[config.mk]
export PLATFORM = sky130hd
export DESIGN_NAME = dual_reload_down_timer
export DESIGN_NICKNAME = d
export VERILOG_FILES = /design/src/timer_pkg.sv /design/src/tick_prescaler.sv /design/src/down_counter.sv /design/src/dual_reload_down_timer.sv
export SDC_FILE = /design/constraint.sdc
export NUM_CORES = 1
export LEC_CHECK = 0
export BUFFER_PORTS_ARGS = -buffer_cell sky130_fd_sc_hd__buf_2
export CORE_MARGIN = 2
export CORE_UTILIZATION = 60
export CTS_CLUSTER_SIZE = 14
export DETAILED_ROUTE_END_ITERATION = 10
export GPL_TIMING_DRIVEN = 1
export PLACE_DENSITY_LB_ADDON = 0.25
export SLEW_MARGIN = 20
export SYNTH_ARGS = -nofsm -noshare
export SYNTH_HDL_FRONTEND = slang
export SYNTH_HIERARCHICAL = 1
export SYNTH_SLANG_ARGS = --single-unit
[constraint.sdc]
create_clock -name aclk -period 3.3 [get_ports aclk]
set_clock_uncertainty 0.2 [all_clocks]
set_input_delay 0.99 -clock aclk [delete_from_list [all_inputs] [get_ports aclk]]
set_output_delay 0.99 -clock aclk [all_outputs]
set_load 0.01 [all_outputs]
[src/timer_pkg.sv]
/*
  Shared constants for the dual reload down-timer block: register
  indices, reset values, widths and bus response codes.
  Assumes a single clock domain and an AXI4-Lite register bus whose
  byte address is four times the register index.
*/
`default_nettype none

package timer_pkg;

  // bus and datapath widths
  localparam int ADDR_W = 18;
  localparam int IDX_W = 16;
  localparam int HALF_W = 16;
  localparam int COUNT_W = 32;
  localparam int PRESCALE_W = 8;
  localparam int NUM_TIMERS = 2;

  // register indices, byte address is index * 4
  localparam logic [IDX_W-1:0] IDX_TICK_PRESCALE = 16'hc030;
  localparam logic [IDX_W-1:0] IDX_TIMER_ENABLES = 16'hc031;
  localparam logic [IDX_W-1:0] IDX_FIRST_RELOAD_LOW = 16'hc034;
  localparam logic [IDX_W-1:0] IDX_FIRST_RELOAD_HIGH = 16'hc035;
  localparam logic [IDX_W-1:0] IDX_FIRST_COUNT_LOW = 16'hc036;
  localparam logic [IDX_W-1:0] IDX_FIRST_COUNT_HIGH = 16'hc037;
  localparam logic [IDX_W-1:0] IDX_SECOND_RELOAD_LOW = 16'hc038;
  localparam logic [IDX_W-1:0] IDX_SECOND_RELOAD_HIGH = 16'hc039;
  localparam logic [IDX_W-1:0] IDX_SECOND_COUNT_LOW = 16'hc03a;
  localparam logic [IDX_W-1:0] IDX_SECOND_COUNT_HIGH = 16'hc03b;
  localparam logic [IDX_W-1:0] IDX_IRQ_STATUS = 16'hc03c;
  localparam logic [IDX_W-1:0] IDX_IRQ_MASK = 16'hc03d;

  // values after reset
  localparam logic [PRESCALE_W-1:0] PRESCALE_RST = 8'h00;
  localparam logic [NUM_TIMERS-1:0] ENABLES_RST = 2'h0;
  localparam logic [COUNT_W-1:0] VALUE_RST = 32'h0000_0000;
  localparam logic [NUM_TIMERS-1:0] IRQ_RST = 2'h0;

  // bus responses
  localparam logic [1:0] RESP_OKAY = 2'h0;
  localparam logic [1:0] RESP_SLVERR = 2'h2;

endpackage : timer_pkg

`default_nettype wire

[src/tick_prescaler.sv]
/*
  Shared tick generator: one pulse every (divide + 1) master clocks.
  Assumes divide is a stable register value; a shrinking divide ends
  the current period at once instead of wrapping through 255.
*/
`default_nettype none

module tick_prescaler (
  input wire logic aclk,
  input wire logic aresetn,
  input wire logic [timer_pkg::PRESCALE_W-1:0] divide,
  output logic tick
);
  import timer_pkg::*;

  logic [PRESCALE_W-1:0] phase;

  // >= rather than == so a lowered divide never stalls the ticks
  assign tick = (phase >= divide);

  // phase counter, restarts on each tick
  always_ff @(posedge aclk) begin
    if (!aresetn) begin
      phase <= '0;
    end else if (tick) begin
      phase <= '0;
    end else begin
      phase <= phase + 8'h01;
    end
  end

  // judged looking back, so a divide rewritten mid-period is not blamed
  a_tick_rate: assert property (
    @(posedge aclk) disable iff (!aresetn)
    ($past(tick, 3) && divide == 8'h02 && $past(divide) == 8'h02
      && $past(divide, 2) == 8'h02 && $past(divide, 3) == 8'h02)
      |-> (tick && !$past(tick) && !$past(tick, 2)))
    else $error("tick spacing differs from divide plus one");

endmodule // tick_prescaler

`default_nettype wire

[src/down_counter.sv]
/*
  One 32-bit auto-reload down-counter with software-writable halves.
  Assumes tick is a one-cycle pulse from the shared prescaler and that
  the start value is held in a register outside.
*/
`default_nettype none

module down_counter #(
  parameter int WIDTH = timer_pkg::COUNT_W
) (
  input wire logic aclk,
  input wire logic aresetn,
  input wire logic enable,
  input wire logic tick,
  input wire logic load_low,
  input wire logic load_high,
  input wire logic [WIDTH/2-1:0] load_value,
  input wire logic [WIDTH-1:0] start_value,
  output logic [WIDTH-1:0] count,
  output logic underflow
);
  import timer_pkg::*;

  logic enable_q;
  logic start;
  logic expire;
  logic loading;

  assign loading = load_low | load_high;
  assign start = enable & ~enable_q;
  // zero reached on a tick: next step goes past zero
  assign expire = enable & tick & ~start & (count == '0);

  // enable edge detector
  always_ff @(posedge aclk) begin
    if (!aresetn) begin
      enable_q <= 1'b0;
    end else begin
      enable_q <= enable;
    end
  end

  // software write wins over counting so the new delay is exact
  always_ff @(posedge aclk) begin
    if (!aresetn) begin
      count <= '0;
    end else if (loading) begin
      if (load_low) begin
        count[WIDTH/2-1:0] <= load_value;
      end
      if (load_high) begin
        count[WIDTH-1:WIDTH/2] <= load_value;
      end
    end else if (start) begin
      count <= start_value;
    end else if (enable && tick) begin
      if (count == '0) begin
        count <= start_value;
      end else begin
        count <= count - 1'b1;
      end
    end
  end

  // one pulse per underflow, none while disabled
  always_ff @(posedge aclk) begin
    if (!aresetn) begin
      underflow <= 1'b0;
    end else begin
      underflow <= expire & ~loading;
    end
  end

  a_start_loads: assert property (
    @(posedge aclk) disable iff (!aresetn)
    (start && !loading) |=> count == $past(start_value))
    else $error("start value not loaded on enable");

  a_count_step: assert property (
    @(posedge aclk) disable iff (!aresetn)
    (enable && tick && !start && !loading && count != '0)
      |=> count == $past(count) - 1)
    else $error("counter did not step down by one");

  a_wrap_reload: assert property (
    @(posedge aclk) disable iff (!aresetn)
    (expire && !loading) |=> (underflow && count == $past(start_value)))
    else $error("no reload or pulse past zero");

  a_hold_disabled: assert property (
    @(posedge aclk) disable iff (!aresetn)
    (!enable && !loading) |=> ($stable(count) && !underflow))
    else $error("disabled counter moved or fired");

  a_pulse_cause: assert property (
    @(posedge aclk) disable iff (!aresetn)
    underflow |-> ($past(count) == '0 && $past(enable) && $past(tick)))
    else $error("underflow pulse without a zero count");

endmodule // down_counter

`default_nettype wire

[src/dual_reload_down_timer.sv]
/*
  Two auto-reload down-timers behind an AXI4-Lite register slave,
  sharing one tick prescaler, with a sticky status and mask pair that
  drives a single level interrupt, plus one pulse output per timer.
  Assumes one clock (aclk) and a master that keeps AXI4-Lite rules.
*/
`default_nettype none

module dual_reload_down_timer (
  input wire logic aclk,
  input wire logic aresetn,
  input wire logic [timer_pkg::ADDR_W-1:0] s_axi_awaddr,
  input wire logic s_axi_awvalid,
  output logic s_axi_awready,
  input wire logic [31:0] s_axi_wdata,
  input wire logic [3:0] s_axi_wstrb,
  input wire logic s_axi_wvalid,
  output logic s_axi_wready,
  output logic [1:0] s_axi_bresp,
  output logic s_axi_bvalid,
  input wire logic s_axi_bready,
  input wire logic [timer_pkg::ADDR_W-1:0] s_axi_araddr,
  input wire logic s_axi_arvalid,
  output logic s_axi_arready,
  output logic [31:0] s_axi_rdata,
  output logic [1:0] s_axi_rresp,
  output logic s_axi_rvalid,
  input wire logic s_axi_rready,
  output logic irq,
  output logic first_timer_irq,
  output logic second_timer_irq
);
  import timer_pkg::*;

  // per-timer register indices, timer one first
  localparam logic [IDX_W-1:0] RELOAD_LOW_IDX [NUM_TIMERS] =
    '{IDX_FIRST_RELOAD_LOW, IDX_SECOND_RELOAD_LOW};
  localparam logic [IDX_W-1:0] RELOAD_HIGH_IDX [NUM_TIMERS] =
    '{IDX_FIRST_RELOAD_HIGH, IDX_SECOND_RELOAD_HIGH};
  localparam logic [IDX_W-1:0] COUNT_LOW_IDX [NUM_TIMERS] =
    '{IDX_FIRST_COUNT_LOW, IDX_SECOND_COUNT_LOW};
  localparam logic [IDX_W-1:0] COUNT_HIGH_IDX [NUM_TIMERS] =
    '{IDX_FIRST_COUNT_HIGH, IDX_SECOND_COUNT_HIGH};

  // word index of a byte address; low two bits are ignored
  function automatic logic [IDX_W-1:0] word_index(
    input logic [ADDR_W-1:0] addr
  );
    word_index = addr[ADDR_W-1:2];
  endfunction

  // true for any index that holds a register
  function automatic logic is_mapped(input logic [IDX_W-1:0] idx);
    logic hit;
    hit = (idx == IDX_TICK_PRESCALE) || (idx == IDX_TIMER_ENABLES)
      || (idx == IDX_IRQ_STATUS) || (idx == IDX_IRQ_MASK);
    for (int i = 0; i < NUM_TIMERS; i++) begin
      hit = hit || (idx == RELOAD_LOW_IDX[i])
        || (idx == RELOAD_HIGH_IDX[i]) || (idx == COUNT_LOW_IDX[i])
        || (idx == COUNT_HIGH_IDX[i]);
    end
    is_mapped = hit;
  endfunction

  // merge a 16-bit write into an old value by byte lane
  function automatic logic [HALF_W-1:0] merge16(
    input logic [HALF_W-1:0] old,
    input logic [HALF_W-1:0] data,
    input logic [1:0] strb
  );
    merge16 = {strb[1] ? data[15:8] : old[15:8],
               strb[0] ? data[7:0] : old[7:0]};
  endfunction

  // write channel holding registers
  logic aw_full;
  logic [IDX_W-1:0] aw_idx;
  logic w_full;
  logic [HALF_W-1:0] wdata_q;
  logic [1:0] wstrb_q;
  logic do_write;

  // software-visible state
  logic [PRESCALE_W-1:0] tick_prescale;
  logic [NUM_TIMERS-1:0] timer_enables;
  logic [COUNT_W-1:0] reload_value_register [NUM_TIMERS];
  logic [COUNT_W-1:0] live_count_pair [NUM_TIMERS];
  logic [NUM_TIMERS-1:0] irq_status;
  logic [NUM_TIMERS-1:0] irq_mask;

  // timer plumbing
  logic tick;
  logic [NUM_TIMERS-1:0] underflow;
  logic [NUM_TIMERS-1:0] load_low;
  logic [NUM_TIMERS-1:0] load_high;
  logic [HALF_W-1:0] load_low_value [NUM_TIMERS];
  logic [HALF_W-1:0] load_high_value [NUM_TIMERS];

  // read side
  logic [IDX_W-1:0] rd_idx;
  logic [HALF_W-1:0] rd_word;

  // one write at a time: new address and data are taken in, but the held write waits for the previous response
  assign s_axi_awready = ~aw_full;
  assign s_axi_wready = ~w_full;
  assign do_write = aw_full & w_full & ~s_axi_bvalid;
  assign s_axi_arready = ~s_axi_rvalid;

  // write address capture
  always_ff @(posedge aclk) begin
    if (!aresetn) begin
      aw_full <= 1'b0;
      aw_idx <= '0;
    end else if (do_write) begin
      aw_full <= 1'b0;
    end else if (s_axi_awvalid && !aw_full) begin
      aw_full <= 1'b1;
      aw_idx <= word_index(s_axi_awaddr);
    end
  end

  // write data capture; registers are 16 bits, upper lanes dropped
  always_ff @(posedge aclk) begin
    if (!aresetn) begin
      w_full <= 1'b0;
      wdata_q <= '0;
      wstrb_q <= '0;
    end else if (do_write) begin
      w_full <= 1'b0;
    end else if (s_axi_wvalid && !w_full) begin
      w_full <= 1'b1;
      wdata_q <= s_axi_wdata[HALF_W-1:0];
      wstrb_q <= s_axi_wstrb[1:0];
    end
  end

  // write response, one cycle after address and data are both held
  always_ff @(posedge aclk) begin
    if (!aresetn) begin
      s_axi_bvalid <= 1'b0;
      s_axi_bresp <= RESP_OKAY;
    end else if (do_write) begin
      s_axi_bvalid <= 1'b1;
      s_axi_bresp <= is_mapped(aw_idx) ? RESP_OKAY : RESP_SLVERR;
    end else if (s_axi_bready) begin
      s_axi_bvalid <= 1'b0;
    end
  end

  // shared prescale register, low lane only
  always_ff @(posedge aclk) begin
    if (!aresetn) begin
      tick_prescale <= PRESCALE_RST;
    end else if (do_write && aw_idx == IDX_TICK_PRESCALE && wstrb_q[0]) begin
      tick_prescale <= wdata_q[PRESCALE_W-1:0];
    end
  end

  // enable bits, one per timer
  always_ff @(posedge aclk) begin
    if (!aresetn) begin
      timer_enables <= ENABLES_RST;
    end else if (do_write && aw_idx == IDX_TIMER_ENABLES && wstrb_q[0]) begin
      timer_enables <= wdata_q[NUM_TIMERS-1:0];
    end
  end

  // set beats write-one-to-clear so no underflow is lost
  always_ff @(posedge aclk) begin
    if (!aresetn) begin
      irq_status <= IRQ_RST;
    end else if (do_write && aw_idx == IDX_IRQ_STATUS && wstrb_q[0]) begin
      irq_status <= (irq_status & ~wdata_q[NUM_TIMERS-1:0]) | underflow;
    end else begin
      irq_status <= irq_status | underflow;
    end
  end

  // interrupt mask, same layout as status
  always_ff @(posedge aclk) begin
    if (!aresetn) begin
      irq_mask <= IRQ_RST;
    end else if (do_write && aw_idx == IDX_IRQ_MASK && wstrb_q[0]) begin
      irq_mask <= wdata_q[NUM_TIMERS-1:0];
    end
  end

  assign irq = |(irq_status & irq_mask);
  // raw per-timer requests, one pulse per underflow
  assign first_timer_irq = underflow[0];
  assign second_timer_irq = underflow[1];

  tick_prescaler u_prescaler (
    .aclk(aclk),
    .aresetn(aresetn),
    .divide(tick_prescale),
    .tick(tick)
  );

  // one reload register pair and counter per timer
  for (genvar t = 0; t < NUM_TIMERS; t++) begin : g_timer
    always_ff @(posedge aclk) begin
      if (!aresetn) begin
        reload_value_register[t] <= VALUE_RST;
      end else if (do_write && aw_idx == RELOAD_LOW_IDX[t]) begin
        reload_value_register[t][HALF_W-1:0] <=
          merge16(reload_value_register[t][HALF_W-1:0], wdata_q, wstrb_q);
      end else if (do_write && aw_idx == RELOAD_HIGH_IDX[t]) begin
        reload_value_register[t][COUNT_W-1:HALF_W] <=
          merge16(reload_value_register[t][COUNT_W-1:HALF_W], wdata_q,
                  wstrb_q);
      end
    end

    // live count writes keep unstrobed bytes of the running value
    assign load_low[t] = do_write && aw_idx == COUNT_LOW_IDX[t];
    assign load_high[t] = do_write && aw_idx == COUNT_HIGH_IDX[t];
    assign load_low_value[t] =
      merge16(live_count_pair[t][HALF_W-1:0], wdata_q, wstrb_q);
    assign load_high_value[t] =
      merge16(live_count_pair[t][COUNT_W-1:HALF_W], wdata_q, wstrb_q);

    down_counter #(
      .WIDTH(COUNT_W)
    ) u_counter (
      .aclk(aclk),
      .aresetn(aresetn),
      .enable(timer_enables[t]),
      .tick(tick),
      .load_low(load_low[t]),
      .load_high(load_high[t]),
      .load_value(load_low[t] ? load_low_value[t] : load_high_value[t]),
      .start_value(reload_value_register[t]),
      .count(live_count_pair[t]),
      .underflow(underflow[t])
    );
  end

  // read data decode
  assign rd_idx = word_index(s_axi_araddr);
  always_comb begin
    rd_word = '0;
    if (rd_idx == IDX_TICK_PRESCALE) begin
      rd_word = {8'h00, tick_prescale};
    end
    if (rd_idx == IDX_TIMER_ENABLES) begin
      rd_word = {14'h0000, timer_enables};
    end
    if (rd_idx == IDX_IRQ_STATUS) begin
      rd_word = {14'h0000, irq_status};
    end
    if (rd_idx == IDX_IRQ_MASK) begin
      rd_word = {14'h0000, irq_mask};
    end
    for (int i = 0; i < NUM_TIMERS; i++) begin
      if (rd_idx == RELOAD_LOW_IDX[i]) begin
        rd_word = reload_value_register[i][HALF_W-1:0];
      end
      if (rd_idx == RELOAD_HIGH_IDX[i]) begin
        rd_word = reload_value_register[i][COUNT_W-1:HALF_W];
      end
      if (rd_idx == COUNT_LOW_IDX[i]) begin
        rd_word = live_count_pair[i][HALF_W-1:0];
      end
      if (rd_idx == COUNT_HIGH_IDX[i]) begin
        rd_word = live_count_pair[i][COUNT_W-1:HALF_W];
      end
    end
  end

  // read response; halves are sampled separately, so software must
  // reread high if low wrapped between the two reads
  always_ff @(posedge aclk) begin
    if (!aresetn) begin
      s_axi_rvalid <= 1'b0;
      s_axi_rdata <= '0;
      s_axi_rresp <= RESP_OKAY;
    end else if (s_axi_arvalid && !s_axi_rvalid) begin
      s_axi_rvalid <= 1'b1;
      s_axi_rdata <= {16'h0000, rd_word};
      s_axi_rresp <= is_mapped(rd_idx) ? RESP_OKAY : RESP_SLVERR;
    end else if (s_axi_rready) begin
      s_axi_rvalid <= 1'b0;
    end
  end

  a_enable_write: assert property (
    @(posedge aclk) disable iff (!aresetn)
    (do_write && aw_idx == IDX_TIMER_ENABLES && wstrb_q[0])
      |=> timer_enables == $past(wdata_q[1:0]))
    else $error("enable bits differ from written value");

  a_status_sticky: assert property (
    @(posedge aclk) disable iff (!aresetn)
    underflow[0] |=> irq_status[0])
    else $error("underflow did not set its status bit");

  a_read_count: assert property (
    @(posedge aclk) disable iff (!aresetn)
    (s_axi_arvalid && !s_axi_rvalid && rd_idx == IDX_FIRST_COUNT_LOW)
      |=> (s_axi_rvalid
        && s_axi_rdata[15:0] == $past(live_count_pair[0][15:0])))
    else $error("count read does not show live value");

  a_read_high: assert property (
    @(posedge aclk) disable iff (!aresetn)
    (s_axi_arvalid && !s_axi_rvalid && rd_idx == IDX_FIRST_COUNT_HIGH)
      |=> (s_axi_rdata == {16'h0000, $past(live_count_pair[0][31:16])}))
    else $error("high count read does not show live value");

  a_status_two_set: assert property (
    @(posedge aclk) disable iff (!aresetn)
    underflow[1] |=> irq_status[1])
    else $error("second underflow did not set its status bit");

  // a clear only counts when no new underflow lands in the same cycle
  a_status_clear: assert property (
    @(posedge aclk) disable iff (!aresetn)
    (do_write && aw_idx == IDX_IRQ_STATUS && wstrb_q[0] && wdata_q[1]
      && !underflow[1]) |=> !irq_status[1])
    else $error("status bit not cleared by a one");

  a_prescale_write: assert property (
    @(posedge aclk) disable iff (!aresetn)
    (do_write && aw_idx == IDX_TICK_PRESCALE && wstrb_q[0])
      |=> tick_prescale == $past(wdata_q[7:0]))
    else $error("prescale differs from written value");

  a_count_write: assert property (
    @(posedge aclk) disable iff (!aresetn)
    load_low[0] |=> live_count_pair[0][15:0] == $past(load_low_value[0]))
    else $error("count write did not replace the live count");

endmodule // dual_reload_down_timer

`default_nettype wire

==> results.py, run 1 <==
metrics = {
    "run_status": {
        "outcome": "completed",
    },
    "final_layout": {
        "fill_cells": 1736,
        "area_growth_pct": 12.6,
        "layout_commonest_cell": "nand2_1",
        "fin_nets": 1682,
        "multi_input_comb_area_mm2": 0.00740,
        "final_util_pct": 68.9,
        "mostFrequentLayoutCells": "nand2_1 (242), dfxtp_1 (146), nor2_1 (85)",
        "seq_area_mm2": 0.00484,
        "drive_above_1_share_pct": 15.3,
    },
    "pwr": {
        "p_int_mw": 4.34,
        "ir_worst_vdd_mv": 0.417,
        "pwr-share-seq_pct": 48.1,
        "p_per_area_mw_per_mm2": 399,
        "p_leak_nw": 5.45,
        "pwr-share-comb_pct": 7.5,
        "power.total_mw": 5.79,
        "power.switching_mw": 1.46,
        "power_frac_clock_pct": 44.4,
        "p_sw_share_pct": 25.1,
    },
    "global_routing": {
        "grt.busiest_layer": "met2",
        "grt.overflow.total": 0,
        "antenna_found_initial": 0,
        "first_global_vias": 11300,
        "grt_usage_pct": 36.7,
        "grt_pass1_wl_um": 64500,
        "grt_use_met3_pct": 8.09,
        "grt_max_degree": 55,
        "use_met1_pct": 49.6,
        "grt_use_met2_pct": 57.8,
    },
    "flow_run": {
        "maxCapViolations": 0,
    },
    "cts": {
        "insertion_delay_ps": 540,
        "cts.path.max_buffers": 3,
        "cts_root_buf": "clkbuf_16",
        "clock-sinks": 210,
        "cts.htree.levels": 1,
        "cts_buffers": 24,
        "clk_pin_slew_ps": 60,
        "cts_tree": "done",
    },
    "synth": {
        "ys_async_sr_fraction_pct": 0,
        "ys_ff_latch": 210,
        "yosys_most_used_dff": "dfxtp_1",
        "yosysTopAreaCell": "dfxtp_1",
        "syn-instance-count": 1510,
        "synth_seq_area_share_pct": 37.6,
        "synth_top_cell_area_share_pct": 22.7,
        "ys_types": 84,
        "yosys_warnings": 6,
        "synth_edf_count": 64,
        "synth_area_mm2": 0.0129,
        "synthTopCellsByArea": "dfxtp_1 (23%), edfxtp_1 (15%), nand2_1 (7.1%), mux2i_1 (4.7%), and2_1 (3.5%)",
        "synth.avg_cell_area_um2": 8.54,
    },
    "placement": {
        "io_buffers": 82,
        "gp_congestion": 1.02,
        "hpwl_um": 31300,
    },
    "worst_hold_path": {
        "worst_hold_path.endpoint": "aw_idx[7]",
        "hold_path_class": "reg -> reg",
        "min_from": "aw_idx[7]",
        "hold_path_depth": 2,
    },
    "critical_path": {
        "crit_required_ps": 3530,
        "worst_setup_path_end_kind": "flip-flop",
        "rr_startpoint": "tick_prescale[4]",
        "reg2reg_depth": 9,
        "cp_data_arrival_time_ps": 3340,
        "crit_type": "reg -> reg",
        "r2r_end": "g_timer[1].u_counter/count[24]",
        "regToRegSetupSlack_ps": 190,
        "cp-start-kind": "flip-flop",
        "crit_fanout": 14,
    },
    "route": {
        "wl_um": 41700,
        "via_per_inst": 6.44,
        "drt-pass1-iter-count": 6,
        "avgRoutedWirePerCell_um": 22.1,
        "drc": 0,
        "postRouteAntennaNets": 0,
        "dr.first_iter.drc_count": 1402,
        "vias": 12100,
    },
    "timing": {
        "grt_setup_unrepaired": "no",
        "hold_viol_final": 0,
        "tightest_slew_ps": 726,
        "slew_headroom_pct": 51.5,
        "finalSetupViolations": 0,
        "holdWs_ps": 261,
        "finalCriticalPeriod_ps": 3110,
        "min_period_over_period_pct": 94.2,
        "slew_viol_final": 0,
        "fmax_mhz": 322,
    },
    "die": {
        "initial_core_util_pct": 61.2,
        "die-width_um": 151,
        "dieArea_mm2": 0.0227,
        "core_area_mm2": 0.0211,
        "die_y_um": 151,
        "ios": 123,
        "fp-row-count": 53,
    },
}
[kinds of logic after synthesis]
group | Yosys count | synth area share (%)
multiplexers | 70 | 5.79
adder cells (fa/ha/maj) | 13 | 1.26
flip-flops | 210 | 37.6
XOR/XNOR | 62 | 4.21
buffers and inverters | 158 | 5.87
AO/OA/AOI/OAI | 362 | 19.8
other | 1 | 0.0291
AND/OR/NAND/NOR | 634 | 25.4
[stage by stage]
stage / std cells / setup TNS, ps / cell area (um2) / setup WS [ps]
floorplan: 1527 / 0 / 13000 / 389
global placement: 1839 / -4270 / 13700 / -249
detailed placement: 1839 / -6930 / 13700 / -371
CTS: 1883 / 0 / 14500 / 92.3
global route: 1883 / 0 / 14500 / 38.9
finish: 1884 / 0 / 14500 / 192
[state kept, by name, indices dropped and copies added (netlist names), 2 cells and up]
register                     cells
g_timer.u_counter/count         64
reload_value_register           64
aw_idx                          16
s_axi_rdata                     16
wdata_q                         16
tick_prescale                    8
u_prescaler/phase                8
g_timer.u_counter/enable_q       2
g_timer.u_counter/underflow      2
irq_mask                         2
irq_status                       2
timer_enables                    2
wstrb_q                          2
[worst max path at each step]
| stage | from | slack, ps | end | cells after the start |
|---|---|---|---|---|
| 6_report | tick_prescale[4] | 190 | g_timer[1].u_counter/count[24] | 9 |
| 5_1_grt | tick_prescale[2] | 40 | g_timer[0].u_counter/count[20] | 10 |
| 4_1_cts | tick_prescale[4] | 90 | g_timer[1].u_counter/count[9] | 9 |
| 3_5_place_dp | tick_prescale[4] | -370 | g_timer[1].u_counter/count[9] | 9 |
| 3_3_place_gp | tick_prescale[4] | -250 | g_timer[1].u_counter/count[24] | 9 |
| 2_1_floorplan | aw_idx[8] | 390 | g_timer[1].u_counter/count[10] | 12 |
[what timing repair did]
action | CTS | global route
hold buffers | 0 | 0
buffers inserted | 0 | 0
resized for setup | 2 | 1
hold endpoints to repair | 0 | 0
endpoints found under the setup margin | 52 | 14
[layer usage]
layer  part of all wire [%]  wire [um]
met5                      0          0
met4                    4.3       1780
met2                     45      18600
met1                     39      16300
met3                     12       4950
[final cells by class]
| class | instances | area share [%] |
|---|---|---|
| flip-flops and latches | 210 | 33.4 |
| clock buffers | 36 | 4.82 |
| diodes | 1 | 0.0172 |
| repair buffers | 156 | 7.01 |
| clock inverters | 8 | 0.414 |
| well taps | 275 | 2.37 |
| multi-input cells | 1159 | 50.9 |
| inverters | 39 | 1.08 |
[power groups by stage]
stage | Sequential [mW] | Combinational [mW] | Clock (mW)
floorplan | 2.81 | 0.267 | 0
global placement | 2.84 | 0.416 | 0
detailed placement | 2.84 | 0.421 | 0
CTS | 2.78 | 0.423 | 2.59
global route | 2.79 | 0.467 | 2.70
finish | 2.79 | 0.433 | 2.57
[cell usage after synthesis (5+ instances only)]
| master | instances |
|---|---|
| a211oi_1 | 17 |
| a21boi_0 | 34 |
| a21o_1 | 5 |
| a21oi_1 | 29 |
| a22o_1 | 38 |
| a22oi_1 | 8 |
| a31oi_1 | 48 |
| a32o_1 | 8 |
| and2_1 | 73 |
| and3_1 | 12 |
| buf_2 | 18 |
| buf_4 | 22 |
| clkbuf_1 | 70 |
| dfxtp_1 | 146 |
| edfxtp_1 | 64 |
| ha_1 | 13 |
| inv_1 | 37 |
| mux2_2 | 7 |
| mux2i_1 | 60 |
| nand2_1 | 243 |
| nand2b_1 | 13 |
| nand3_1 | 44 |
| nand4_1 | 19 |
| nor2_1 | 85 |
| nor2b_1 | 24 |
| nor3_1 | 37 |
| nor4_1 | 24 |
| nor4_2 | 5 |
| o2111a_1 | 5 |
| o211ai_1 | 7 |
| o21a_1 | 10 |
| o21ai_0 | 63 |
| o21ai_1 | 20 |
| o221ai_1 | 28 |
| o22ai_1 | 5 |
| o31ai_1 | 8 |
| or3_1 | 11 |
| xnor2_1 | 29 |
| xor2_1 | 33 |
[worst max-delay path, cell delays in order, from the launching register on]
cell,delay [ps]
dfxtp_1,350
inv_1,60
ha_1,270
o21a_1,110
a21oi_1,120
o31ai_4,480
o21ai_0,250
o21ai_0,520
nand2_2,360
o211ai_1,280
(Power assumes the default switching activity.)
==> run 2, diff against run 1 <==
--- a/config.mk
+++ b/config.mk
@@ -6,7 +6,6 @@
 export NUM_CORES = 1
 export LEC_CHECK = 0
 export BUFFER_PORTS_ARGS = -buffer_cell sky130_fd_sc_hd__buf_2
-export CORE_MARGIN = 2
 export CORE_UTILIZATION = 60
 export CTS_CLUSTER_SIZE = 14
 export DETAILED_ROUTE_END_ITERATION = 10
==> run 2 against run 1 <==
Net effect: design area grew 0.12%; setup slack better by 2.0 ps; fmax about the same; clock power up 8.2%; via count grew 1.2%; largest cell class unchanged; worst hold slack improved by 10 ps; sequential cell count is the same; critical endpoint is now g_timer[1].u_counter/count[21]; largest power group unchanged; first-iteration DRC count decreased by 16%; sequential power about the same; final cell count is the same.
==> results.py, run 2 (synthesis gave the netlist of run 1 again) <==
metrics = {
    "placement": {
        "post-place-ws_ps": -269,
        "io_buffers": 82,
        "hpwl_um": 31100,
        "gp_congestion": 1.03,
    },
    "worst_hold_path": {
        "worst_hold_path.endpoint": "aw_idx[4]",
        "hold_path_depth": 2,
        "min_from": "aw_idx[4]",
        "hold_path_class": "reg -> reg",
    },
    "critical_path": {
        "crit_type": "reg -> reg",
        "reg2reg_depth": 10,
        "crit_fanout": 8,
        "r2r_end": "g_timer[1].u_counter/count[21]",
        "crit_required_ps": 3480,
        "worstPathCellList": "nor4b_4 > nand2_2 > nor2_1 > nand2_1 > nor2_1 > inv_1 > o21ai_1 > nand2_1 > nor2_2 > a211oi_1",
        "cp-start-kind": "flip-flop",
        "worst_setup_path_end_kind": "flip-flop",
        "cp_data_arrival_time_ps": 3290,
        "cp_top_family": "simple AND/OR/NAND/NOR gates",
        "rr_startpoint": "aw_idx[11]",
        "regToRegSetupSlack_ps": 190,
        "timing.critical_path.buf_inv": 1,
        "crit_path_max_incr_delay_ps": 430,
        "cp_slowest_cell": "nor2_2",
    },
    "final_layout": {
        "reg_top3": "g_timer.u_counter/count: 64 flops, reload_value_register: 64 flops",
        "area_growth_pct": 12.7,
        "seq_area_mm2": 0.00484,
        "layout_commonest_cell": "nand2_1",
        "fill_cells": 1720,
        "mostFrequentLayoutCells": "nand2_1 (243), dfxtp_1 (146), nor2_1 (85)",
        "fin_nets": 1683,
        "diodes": 0,
        "multi_input_comb_area_mm2": 0.00738,
        "drive_above_1_share_pct": 15.4,
    },
    "cts": {
        "cts_buffers": 24,
        "cts_setup_buffers": 0,
        "cts.path.max_buffers": 3,
        "cts_root_buf": "clkbuf_16",
        "clk_pin_slew_ps": 60,
        "cts_tree": "done",
        "clock-sinks": 210,
        "cts.htree.levels": 1,
        "insertion_delay_ps": 530,
        "cts_hold_buf": 0,
        "cts_resized": 1,
    },
    "die": {
        "die-width_um": 149,
        "core_area_mm2": 0.0210,
        "dieArea_mm2": 0.0221,
        "initial_core_util_pct": 61.4,
        "die_y_um": 149,
        "fp-row-count": 53,
        "ios": 123,
    },
    "timing": {
        "min_period_over_period_pct": 94.1,
        "slew_headroom_pct": 22.9,
        "finalSetupViolations": 0,
        "holdWs_ps": 271,
        "finalCriticalPeriod_ps": 3110,
        "tightest_slew_ps": 1150,
        "grt_setup_unrepaired": "no",
        "hold_viol_final": 0,
        "fin_ws_ps": 194,
        "slew_viol_final": 0,
        "fmax_mhz": 322,
    },
    "route": {
        "wl_um": 42200,
        "via_per_inst": 6.52,
        "vias": 12300,
        "dr.first_iter.drc_count": 1176,
        "avgRoutedWirePerCell_um": 22.4,
        "postRouteAntennaNets": 0,
        "drc": 0,
        "drt-pass1-iter-count": 6,
    },
    "global_routing": {
        "grt_pass1_wl_um": 64900,
        "grt.overflow.total": 0,
        "first_global_vias": 11600,
        "grt_usage_pct": 38.3,
        "antenna_found_initial": 0,
        "grt_max_degree": 45,
    },
    "flow_run": {
        "maxCapViolations": 0,
    },
    "pwr": {
        "p_per_area_mw_per_mm2": 412,
        "ir_worst_vdd_mv": 0.341,
        "power.total_mw": 5.99,
        "p_leak_nw": 5.47,
    },
    "run_status": {
        "outcome": "completed",
    },
}
-- run 2: worst min-delay path, stage by stage, from the launching register on --
cell and delay [ps]:
dfxtp_1 310, nand2_1 50, a21boi_0 60
-- run 2: final cells by class --
| type | instances | area share [%] |
|---|---|---|
| Tap cell | 275 | 2.37 |
| Timing Repair Buffer | 157 | 6.80 |
| Clock buffer | 34 | 4.96 |
| Multi-Input combinational cell | 1159 | 50.8 |
| Clock inverter | 10 | 0.731 |
| Sequential cell | 210 | 33.3 |
| Inverter | 39 | 1.08 |
-- run 2: layer usage --
layer	wire, um	track usage [%]	share of wire (%)
met5	0	0	0
met4	1890	18.5	4.5
met3	4680	8.53	11
met1	16500	48.9	39
met2	19100	61.1	45
-- run 2: how the worst max path moves through the flow --
stage                           startpoint                              to  slack [ps]  depth (start not counted)
final                           aw_idx[11]  g_timer[1].u_counter/count[21]         190                         10
after CTS                 tick_prescale[3]  g_timer[0].u_counter/count[30]          30                         10
after floorplan                  aw_idx[8]  g_timer[1].u_counter/count[10]         390                         12
after global placement    tick_prescale[4]  g_timer[0].u_counter/count[20]        -220                         10
after global routing            aw_idx[11]  g_timer[1].u_counter/count[28]          40                         11
after detailed placement  tick_prescale[3]  g_timer[0].u_counter/count[30]        -270                         10
-- run 2: power breakdown --
part	total, mW	switching, mW	internal [mW]
Combinational	0.418	0.272	0.146
Sequential	2.79	0.0768	2.72
Clock	2.78	1.10	1.68
Total	5.99	1.45	4.54
-- run 2: stage by stage --
stage,cell area (um2),cells,utilization [%],setup TNS (ps)
after floorplan,13000,1527,-,0
after global placement,13700,1840,65.2,-2740
after detailed placement,13700,1840,65.2,-4400
after CTS,14500,1884,69.1,0
after global routing,14500,1884,69.2,0
final,14500,1884,69.2,0
==> run 3, diff against run 2 <==
--- a/config.mk
+++ b/config.mk
@@ -6,6 +6,7 @@
 export NUM_CORES = 1
 export LEC_CHECK = 0
 export BUFFER_PORTS_ARGS = -buffer_cell sky130_fd_sc_hd__buf_2
+export CORE_ASPECT_RATIO = 1.4
 export CORE_UTILIZATION = 60
 export CTS_CLUSTER_SIZE = 14
 export DETAILED_ROUTE_END_ITERATION = 10
==> run 3 against run 2 <==
Net effect: register-to-register slack better by 50 ps; via count shrank 0.13%; fmax up 1.5%; design area grew 0.60%; first-iteration DRC count grew 12%; utilization rose by 0.074 points; largest power group is now the clock network; clock power grew 4%; setup slack improved by 47 ps; sequential cell count did not move.
==> results.py, run 3 (synthesis gave the netlist of run 1 again) <==
metrics = {
    "die": {
        "core_area_mm2": 0.0211,
        "die-width_um": 126,
        "ios": 123,
        "initial_core_util_pct": 61.1,
        "fp-row-count": 63,
        "die_y_um": 175,
        "dieArea_mm2": 0.0221,
    },
    "worst_hold_path": {
        "hold_path_depth": 2,
        "worst_hold_path.endpoint": "aw_idx[6]",
        "hold_path_class": "reg -> reg",
        "min_from": "aw_idx[6]",
    },
    "critical_path": {
        "r2r_end": "g_timer[1].u_counter/count[25]",
        "cp_data_arrival_time_ps": 3270,
        "regToRegSetupSlack_ps": 240,
        "worst_setup_path_end_kind": "flip-flop",
        "crit_type": "reg -> reg",
        "reg2reg_depth": 12,
        "rr_startpoint": "tick_prescale[2]",
        "crit_fanout": 6,
        "crit_required_ps": 3510,
        "cp-start-kind": "flip-flop",
    },
    "route": {
        "avgRoutedWirePerCell_um": 21.8,
        "wl_um": 40900,
        "m1WireLength_um": 15400,
        "via_per_inst": 6.54,
        "vias": 12300,
        "drc": 0,
        "wl_met2_um": 19700,
        "drt-pass1-iter-count": 8,
        "dr_wl_met3_um": 2980,
        "dr.first_iter.drc_count": 1321,
        "postRouteAntennaNets": 0,
        "dr.max_layer_used": "met4",
    },
    "global_routing": {
        "grt.overflow.total": 0,
        "grt_max_degree": 58,
        "first_global_vias": 11700,
        "antenna_found_initial": 0,
        "grt_usage_pct": 36.8,
        "grt_pass1_wl_um": 63100,
    },
    "final_layout": {
        "mostFrequentLayoutCells": "nand2_1 (243), dfxtp_1 (146), nor2_1 (85)",
        "drive_above_1_share_pct": 15.7,
        "layout_commonest_cell": "nand2_1",
        "reg_top3": "g_timer.u_counter/count: 64 flops, reload_value_register: 64 flops",
        "fin_area_mm2": 0.0146,
        "area_growth_pct": 13.4,
        "fin_nets": 1691,
    },
    "pwr": {
        "power_frac_clock_pct": 47.6,
        "pwr-share-comb_pct": 6.7,
        "ir_worst_vdd_mv": 0.395,
        "pwr-share-seq_pct": 45.7,
        "p_int_mw": 4.69,
        "p_sw_share_pct": 23.0,
        "p_per_area_mw_per_mm2": 416,
        "p_leak_nw": 5.51,
        "power.switching_mw": 1.40,
        "power.total_mw": 6.09,
    },
    "flow_run": {
        "maxCapViolations": 0,
    },
    "cts": {
        "clock-sinks": 210,
        "insertion_delay_ps": 510,
        "cts_root_buf": "clkbuf_16",
        "cts.path.max_buffers": 3,
        "cts_tree": "done",
        "clk_pin_slew_ps": 60,
        "cts.htree.levels": 1,
        "cts_buffers": 22,
        "cts_hold_buf": 0,
    },
    "timing": {
        "finalSetupViolations": 0,
        "min_period_over_period_pct": 92.7,
        "tightest_slew_ps": 884,
        "grt_setup_unrepaired": "no",
        "hold_viol_final": 0,
        "slew_headroom_pct": 41.0,
        "fin_setup_tns_ps": 0,
        "slew_viol_final": 0,
        "finalCriticalPeriod_ps": 3060,
        "fin_ws_ps": 241,
        "fmax_mhz": 327,
    },
    "placement": {
        "post-place-ws_ps": 191,
        "gp_congestion": 1.01,
        "io_buffers": 82,
        "hpwl_um": 30600,
        "place_area_mm2": 0.0138,
    },
    "run_status": {
        "outcome": "completed",
    },
}
run 3: changes by cell type in the layout (fill, tap and decap cells not counted), moves of 3 or more:
cell / change
buf_4: +9
bufinv_16: +4
clkinv_2: -4
clkbuf_1: -3
clkinv_1: +3
run 3: critical path, stage by stage, from the launching register on:
cell and delay [ps]:
dfxtp_1 400, inv_1 70, ha_1 280, or3_1 340
a21oi_1 270, o31ai_1 130, buf_4 190, o21ai_1 240
o21ai_1 110, nand2_1 230, buf_4 200, nor3_1 60
a211oi_1 240
run 3: what timing repair did:
item / 4_1_cts / 5_1_grt
buffers inserted: 0 / 0
endpoints found under the setup margin: 0 / 9
resized for setup: 0 / 2
run 3: through the flow:
stage / cells / hold slack [ps] / utilization, %
after floorplan: 1527 / 239 / -
after CTS: 1875 / 263 / 69.2
after detailed placement: 1835 / 255 / 65.2
after global routing: 1875 / 284 / 69.2
after global placement: 1835 / 248 / 65.2
final: 1876 / 259 / 69.2
run 3: metal layers:
metal,up-vias,global-route usage [%]
li1,5632,-
met3,194,4.33
met5,-,0
met2,679,63.5
met4,0,24.4
met1,5755,42.8
run 3: worst max path at each step:
stage               cells after the start  slack (ps)                              to              from
floorplan                              12         390  g_timer[1].u_counter/count[10]         aw_idx[8]
global placement                        6         290                  s_axi_rdata[6]   s_axi_araddr[9]
detailed placement                     12         190  g_timer[1].u_counter/count[25]  tick_prescale[2]
CTS                                    12         160  g_timer[1].u_counter/count[25]  tick_prescale[2]
global route                           12          80  g_timer[1].u_counter/count[25]  tick_prescale[2]
finish                                 12         240  g_timer[1].u_counter/count[25]  tick_prescale[2]
run 3: power groups by stage:
stage | Sequential, mW | Clock (mW) | Combinational [mW]
2_1_floorplan | 2.81 | 0 | 0.267
3_3_place_gp | 2.83 | 0 | 0.389
5_1_grt | 2.79 | 3.02 | 0.439
6_report | 2.78 | 2.90 | 0.405
4_1_cts | 2.78 | 2.90 | 0.398
3_5_place_dp | 2.84 | 0 | 0.396
run 3: layout make-up:
type	count	area [um2]
clock buffers	27	632
fillers	1738	6500
flip-flops and latches	210	4840
clock inverters	13	218
multi-input cells	1159	7370
inverters	39	156
well taps	260	325
repair buffers	167	1080
diodes	1	2.50
